### config.mk
export PLATFORM = sky130hd
export DESIGN_NAME = eic_top
export DESIGN_NICKNAME = d
export VERILOG_FILES = /design/src/rtl/eic_pkg.sv /design/src/rtl/eic_sync.sv /design/src/rtl/eic_top.sv
export VERILOG_INCLUDE_DIRS = /design/src /design/src/rtl
export SDC_FILE = /design/constraint.sdc
export NUM_CORES = 1
export LEC_CHECK = 0
export BUFFER_PORTS_ARGS = -buffer_cell sky130_fd_sc_hd__buf_2
export CORE_MARGIN = 1
export CORE_UTILIZATION = 40
export CTS_BUF_LIST = sky130_fd_sc_hd__clkbuf_16
export CTS_CLUSTER_DIAMETER = 60
export DETAILED_ROUTE_END_ITERATION = 10
export PLACE_DENSITY = 0.63
export SETUP_SLACK_MARGIN = 0.4
export SYNTH_ARGS = -nofsm -noshare
export SYNTH_HDL_FRONTEND = slang
export SYNTH_SLANG_ARGS = --single-unit
### constraint.sdc
create_clock -name clk -period 2.5 [get_ports clk]
set_input_delay 0.75 -clock clk [delete_from_list [all_inputs] [get_ports clk]]
set_output_delay 0.75 -clock clk [all_outputs]
set_load 0.02 [all_outputs]
### src/rtl/eic_consts.svh
`ifndef EIC_CONSTS_SVH
`define EIC_CONSTS_SVH

// channel count and register geometry
`define EIC_NUM_CH      4
`define EIC_ADDR_W      32
`define EIC_DATA_W      8

// register byte addresses
`define EIC_ADDR_FLAG   32'hE01FC140
`define EIC_ADDR_WAKE   32'hE01FC144
`define EIC_ADDR_SENSE  32'hE01FC148
`define EIC_ADDR_POLAR  32'hE01FC14C

// field layout: channel bits sit in [3:0], [7:4] reserved
`define EIC_FIELD_LSB   0
`define EIC_FIELD_MSB   3

// reset values
`define EIC_RST_FLAG    4'h0
`define EIC_RST_WAKE    4'h0
`define EIC_RST_SENSE   4'h0
`define EIC_RST_POLAR   4'h0
`define EIC_RST_RDATA   8'h00

// sense select encodings
`define EIC_SENSE_LEVEL 1'b0
`define EIC_SENSE_EDGE  1'b1

// pin synchroniser depth before the agree stage
`define EIC_SYNC_STAGES 3

`endif

### src/rtl/eic_pkg.sv
`include "eic_consts.svh"

package eic_pkg;

    typedef logic [`EIC_NUM_CH-1:0] eic_ch_t;

    typedef struct packed {
        logic [`EIC_ADDR_W-1:0] addr;
        logic [`EIC_DATA_W-1:0] wdata;
        logic                   wr;
        logic                   rd;
    } eic_bus_t;

endpackage

### src/rtl/eic_sync.sv
`timescale 1ns/1ps
`include "eic_consts.svh"

module eic_sync #(
    parameter int W = 1
) (
    input  wire logic         clk,
    input  wire logic         rst,
    input  wire logic [W-1:0] d,
    output logic      [W-1:0] q
);

    if (W < 1) begin : g_bad_w
        $error("eic_sync: W must be at least 1");
    end

    logic [W-1:0] s1;
    logic [W-1:0] s2;
    logic [W-1:0] s3;
    logic [W-1:0] next_q;

    // a bit changes only once stages two and three agree
    always_comb begin
        for (int i = 0; i < W; i++) begin
            next_q[i] = (s2[i] == s3[i]) ? s3[i] : q[i];
        end
    end

    always_ff @(posedge clk) begin
        if (rst) begin
            s1 <= '0;
            s2 <= '0;
            s3 <= '0;
            q  <= '0;
        end else begin
            s1 <= d;
            s2 <= s1;
            s3 <= s2;
            q  <= next_q;
        end
    end

endmodule

### src/rtl/eic_top.sv
// The implementer's own choice: the plain strobed port.
`timescale 1ns/1ps
`include "eic_consts.svh"

module eic_top #(
    parameter int PINS = 3
) (
    input  wire logic                         clk,
    input  wire logic                         rst,
    input  wire eic_pkg::eic_bus_t            bus,
    output logic      [`EIC_DATA_W-1:0]       rd_data,
    input  wire logic [`EIC_NUM_CH*PINS-1:0]  pin_state,
    input  wire logic [`EIC_NUM_CH*PINS-1:0]  pin_sel,
    output eic_pkg::eic_ch_t                  irq_flag,
    output logic                              wake_req
);

    localparam int NCH = `EIC_NUM_CH;
    localparam int NP  = NCH * PINS;

    if (PINS < 1 || PINS > 8) begin : g_bad_pins
        $error("eic_top: PINS must lie in 1..8");
    end

    ////////////////////////////////////////////////////////////////////////
    // functions

    function automatic logic addr_hit(
        input logic [`EIC_ADDR_W-1:0] addr,
        input logic [`EIC_ADDR_W-1:0] target
    );
        return addr == target;
    endfunction

    // merge the selected pins of one channel
    function automatic logic combine(
        input logic [PINS-1:0] st,
        input logic [PINS-1:0] sel,
        input logic            sense,
        input logic            pol
    );
        logic r;
        logic found;
        r     = ~pol;
        found = 1'b0;
        if (sense == `EIC_SENSE_EDGE) begin
            for (int i = 0; i < PINS; i++) begin
                if (sel[i] && !found) begin
                    r     = st[i];
                    found = 1'b1;
                end
            end
        end else if (!pol) begin
            for (int i = 0; i < PINS; i++) begin
                if (sel[i]) begin
                    r = r & st[i];
                end
            end
        end else begin
            for (int i = 0; i < PINS; i++) begin
                if (sel[i]) begin
                    r = r | st[i];
                end
            end
        end
        return r;
    endfunction

    ////////////////////////////////////////////////////////////////////////
    // pin synchroniser

    logic [NP-1:0] pin_sync;

    eic_sync #(
        .W (NP)
    ) u_sync (
        .clk (clk),
        .rst (rst),
        .d   (pin_state),
        .q   (pin_sync)
    );

    ////////////////////////////////////////////////////////////////////////
    // registers and request merge

    eic_pkg::eic_ch_t irq_polarity_reg;
    eic_pkg::eic_ch_t irq_sense_select;
    eic_pkg::eic_ch_t irq_wake_enable;
    eic_pkg::eic_ch_t combined_request;
    eic_pkg::eic_ch_t prev_request;
    eic_pkg::eic_ch_t active;
    eic_pkg::eic_ch_t prev_active;
    eic_pkg::eic_ch_t edge_hit;
    eic_pkg::eic_ch_t set_ev;
    eic_pkg::eic_ch_t clr;

    for (genvar c = 0; c < NCH; c++) begin : g_ch
        always_comb begin
            combined_request[c] = combine(
                pin_sync[c*PINS +: PINS],
                pin_sel[c*PINS +: PINS],
                irq_sense_select[c],
                irq_polarity_reg[c]);
        end
    end

    // active when the merged level matches the polarity
    always_comb begin
        active      = ~(combined_request ^ irq_polarity_reg);
        prev_active = ~(prev_request ^ irq_polarity_reg);
        edge_hit    = active & ~prev_active;
        set_ev      = (irq_sense_select & edge_hit)
                    | (~irq_sense_select & active);
    end

    ////////////////////////////////////////////////////////////////////////
    // register file

    eic_pkg::eic_ch_t          next_polarity;
    eic_pkg::eic_ch_t          next_sense;
    eic_pkg::eic_ch_t          next_wake_en;
    eic_pkg::eic_ch_t          next_flag;
    logic                      next_wake_req;
    logic [`EIC_DATA_W-1:0]    next_rd_data;

    always_comb begin
        next_polarity = irq_polarity_reg;
        next_sense    = irq_sense_select;
        next_wake_en  = irq_wake_enable;
        clr           = '0;
        if (bus.wr) begin
            // reserved bits 7:4 are dropped on write
            if (addr_hit(bus.addr, `EIC_ADDR_POLAR)) begin
                next_polarity =
                    bus.wdata[`EIC_FIELD_MSB:`EIC_FIELD_LSB];
            end
            if (addr_hit(bus.addr, `EIC_ADDR_SENSE)) begin
                next_sense =
                    bus.wdata[`EIC_FIELD_MSB:`EIC_FIELD_LSB];
            end
            if (addr_hit(bus.addr, `EIC_ADDR_WAKE)) begin
                next_wake_en =
                    bus.wdata[`EIC_FIELD_MSB:`EIC_FIELD_LSB];
            end
            if (addr_hit(bus.addr, `EIC_ADDR_FLAG)) begin
                clr = bus.wdata[`EIC_FIELD_MSB:`EIC_FIELD_LSB];
            end
        end
        // a new event wins over a same-cycle clear
        next_flag     = (irq_flag & ~clr) | set_ev;
        next_wake_req = |(irq_wake_enable & set_ev);
    end

    // unmapped addresses and reserved bits read zero
    always_comb begin
        next_rd_data = `EIC_RST_RDATA;
        if (bus.rd) begin
            if (addr_hit(bus.addr, `EIC_ADDR_FLAG)) begin
                next_rd_data = {4'h0, irq_flag};
            end else if (addr_hit(bus.addr, `EIC_ADDR_WAKE)) begin
                next_rd_data = {4'h0, irq_wake_enable};
            end else if (addr_hit(bus.addr, `EIC_ADDR_SENSE)) begin
                next_rd_data = {4'h0, irq_sense_select};
            end else if (addr_hit(bus.addr, `EIC_ADDR_POLAR)) begin
                next_rd_data = {4'h0, irq_polarity_reg};
            end
        end
    end

    always_ff @(posedge clk) begin
        if (rst) begin
            irq_polarity_reg <= `EIC_RST_POLAR;
            irq_sense_select <= `EIC_RST_SENSE;
            irq_wake_enable  <= `EIC_RST_WAKE;
            irq_flag         <= `EIC_RST_FLAG;
            prev_request     <= '1;
            wake_req         <= 1'b0;
            rd_data          <= `EIC_RST_RDATA;
        end else begin
            irq_polarity_reg <= next_polarity;
            irq_sense_select <= next_sense;
            irq_wake_enable  <= next_wake_en;
            irq_flag         <= next_flag;
            prev_request     <= combined_request;
            wake_req         <= next_wake_req;
            rd_data          <= next_rd_data;
        end
    end

    logic rst_d;
    always_ff @(posedge clk) begin
        rst_d <= rst;
    end

    // per-bit view, since routed-away pins never sit still
    for (genvar b = 0; b < NP; b++) begin : g_sync_chk

    end
endmodule

==> impl_metrics.csv <==
group,metric,value,unit
global_route,antenna_found_initial,0,
finish,finalNonFillerCells,485,
logic_synthesis,synth.lib_cells_used.distinct,42,
sta,finalSetupTns,0,ns
detailed_routing,num_vias,2397,
hold_path,hold_path.class,"flop to flop",
setup_path,cp_data_arrival_time,2.24,ns
detailed_routing,ant_nets,0,
logic_synthesis,ys_ff_latch,73,
logic_synthesis,synth_edf_count,0,
power,p_total,0.00263,W
global_route,overflow,0,
setup_path,r2r-end,"wake_req",
logic_synthesis,synth_warnings,0,
cts,htreeDepth,3,
detailed_routing,wl,5720,um
setup_path,critPathMaxStageDelay,0.35,ns
sta,fin_ws,0.472,ns
finish,regArea,1460,um^2
finish,antennaDiodeCount,0,
setup_path,timing.rr.start,"u_sync.q[3]",
detailed_routing,drt-vias-per-instance,4.94,
setup_path,worstSetupEndpoint,"wake_req",
placement,dp.cells,469,
setup_path,critPathBufInv,1,
logic_synthesis,syn_inst,305,
floorplan,io_pins,81,
cts,cts-root-buf,"clkbuf_16",
cts,cts_buffers,9,
sta,grt_setup_unrepaired,"false",
detailed_routing,dr.pass1.iters,6,
cts,cts_max_path_buffers,2,
placement,hpwl,4110,um
finish,fill_cells,717,
global_route,grt_usage,0.152,
floorplan,die-area,7920,um^2
logic_synthesis,async_reset_ff_frac,0,
floorplan,core,7290,um^2
setup_path,critPathKind,"input pin to flop",
outcome,status,"finished, final reports clean",
power,p_leak,1.50,nW
global_route,grt_pass1_wl,9110,um
cts,cts_tree,"done",
setup_path,cpLargestDelayFamily,"compound AO/OA/AOI/OAI gates",
placement,routabilityCongestion,0.846,
setup_path,cp_max_fo,4,
sta,max_slew_margin,0.639,
finish,fin_util,0.520,
setup_path,required,2.71,ns
global_route,grt_start_max_net_pins,33,
floorplan,dieHeight,89.0,um
sta,post-route-min-period,2.03,ns
logic_synthesis,ys_seq_area_frac,0.482,
placement,io_buffers,72,
floorplan,start_util,0.415,
sta,setup_violations,0,
sta,finalClockSkew,0.00488,ns
global_route,grt_pass1_vias,2100,
power,ir_drop,0.881,mV
sta,hold_viol,0,
sta,slew_violations,0,
finish,syn_to_final_growth,25.3,%
detailed_routing,wl_per_cell,11.8,um
setup_path,critPathCaptureType,"flop",
setup_path,crit_chain,"buf_2, a222oi_1, nor2b_1, o32ai_2, mux2_4, a32oi_2, a21oi_1",
logic_synthesis,synth.avg_cell_area,9.93,um^2
floorplan,die_x,89.0,um
cts,cts.clk_slew.worst_paths,0.06,ns
setup_path,r2r_slack,0.65,ns
logic_synthesis,syn_area,3030,um^2
setup_path,startpoint,"pin_sel[3]",
setup_path,crit_slowest_cell,"mux2_4",
setup_path,worst-r2r-cell-count,6,
finish,multiInputGateArea,1470,um^2
cts,clkSinkCount,73,
placement,place_ws,0.132,ns
run,maxCapViolations,0,
power,powerDensity,692,nW/um^2
detailed_routing,drc_errors,0,
setup_path,crit_cells,7,
cts,insertion_delay,0.33,ns
floorplan,rows,31,
detailed_routing,drt_iter0_markers,102,
sta,fmax,493,MHz
sta,worstMarginPinSlew,0.541,ns
finish,final_layout_size_suffix_gt1_frac,0.313,
logic_synthesis,synth_flop_cell,"dfxtp_1",
finish,nets,449,
sta,period_share,0.811,
setup_path,crit_path_start_kind,"input pin",
cts,cts_setup_buffers,0,
Yosys cell counts, drive strengths merged, types with 2 or more instances:
master | instances | area [um^2]
dfxtp | 73 | 1460
nor2b | 44 | 275
a21oi | 28 | 144
nand2 | 23 | 86.3
nor2 | 20 | 82.6
o21ai | 12 | 60.1
clkbuf | 9 | 33.8
buf | 8 | 55.1
inv | 8 | 30.0
mux2i | 8 | 80.1
nand3 | 8 | 45.0
nand2b | 7 | 43.8
a222oi | 6 | 60.1
a22o | 5 | 43.8
nor4b | 4 | 95.1
o32ai | 4 | 50.1
a2111oi | 3 | 38.8
a21boi | 3 | 22.5
a22oi | 3 | 22.5
o31ai | 3 | 22.5
or3 | 3 | 18.8
xnor2 | 3 | 26.3
a32oi | 2 | 17.5
and3 | 2 | 12.5
and4bb | 2 | 25.0
mux2 | 2 | 30.0
nand4 | 2 | 42.5
nor4 | 2 | 42.5
routing by layer:
layer  track usage  part of all wire  vias to the layer above
li1              -                 -                     1215
met1         0.175              0.46                     1092
met2         0.253              0.46                       86
met3        0.0628             0.071                        4
met4        0.0563            0.0063                        0
met5             0                 0                        -
cells in the final DEF (no fill, tap or decap), types with 4 or more instances in the layout:
master and instances:
nor2b_1 44, nand3_1 7, a222oi_1 6, conb_1 4
buf_2 72, o21ai_0 12, mux2i_1 8, dfxtp_1 73
a22o_1 5, nor2_1 17, a21oi_1 27, nand2_1 23
buf_4 7, nand2b_1 7, inv_1 9, clkbuf_16 9
nor4b_4 4
worst min-delay path by stage:
stage                        from       endpoint  slack (ns)  depth (start not counted)
floorplan            u_sync.s1[0]   u_sync.s2[0]        0.41                          1
global placement     u_sync.s1[6]   u_sync.s2[6]        0.42                          1
detailed placement  u_sync.s1[10]  u_sync.s2[10]        0.42                          1
CTS                 u_sync.s1[10]  u_sync.s2[10]        0.44                          1
global route         u_sync.s1[8]   u_sync.s2[8]        0.45                          1
finish              u_sync.s1[10]  u_sync.s2[10]        0.43                          1
power breakdown:
group          internal (W)  switching (W)
logic             0.0000813      0.0000862
clock network      0.000771       0.000478
registers           0.00120      0.0000133
total               0.00205       0.000577
area by class of cell:
cell class	instances	share of cell area
repair buffers	79	0.109
multi-input cells	210	0.387
clock inverters	7	0.0188
well taps	99	0.0326
clock buffers	9	0.0593
flip-flops and latches	73	0.385
inverters	8	0.00791
worst reg2reg max path, delay by kind of cell, from the launching register on:
| kind | cells | cell delay [ns] |
|---|---|---|
| compound gates | 4 | 0.96 |
| simple gates | 1 | 0.10 |
| flops | 1 | 0.33 |
| mux | 1 | 0.35 |
metrics by stage:
stage / instance area (um^2) / hold WS [ns]
2_1_floorplan: 3040 / 0.414
3_3_place_gp: 3490 / 0.416
3_5_place_dp: 3490 / 0.424
4_1_cts: 3780 / 0.436
5_1_grt: 3790 / 0.448
6_report: 3790 / 0.432
logic make-up (layout without fill, tap and decap cells):
logic type | count (synthesis) | in the layout | synth area share
XOR/XNOR | 4 | 4 | 0.0116
AO/OA/AOI/OAI | 71 | 71 | 0.164
multiplexers | 10 | 10 | 0.0364
AND/OR/NAND/NOR | 121 | 121 | 0.265
buffers and inverters | 25 | 103 | 0.0392
other | 1 | 4 | 0.00124
flip-flops | 73 | 73 | 0.482
what timing repair did:
| action | CTS | global route |
|---|---|---|
| gates resized for setup | 0 | 3 |
| setup endpoints to repair | 0 | 7 |
| hold buffers | 0 | 0 |
No activity file was read; power rests on OpenSTA's default activity.
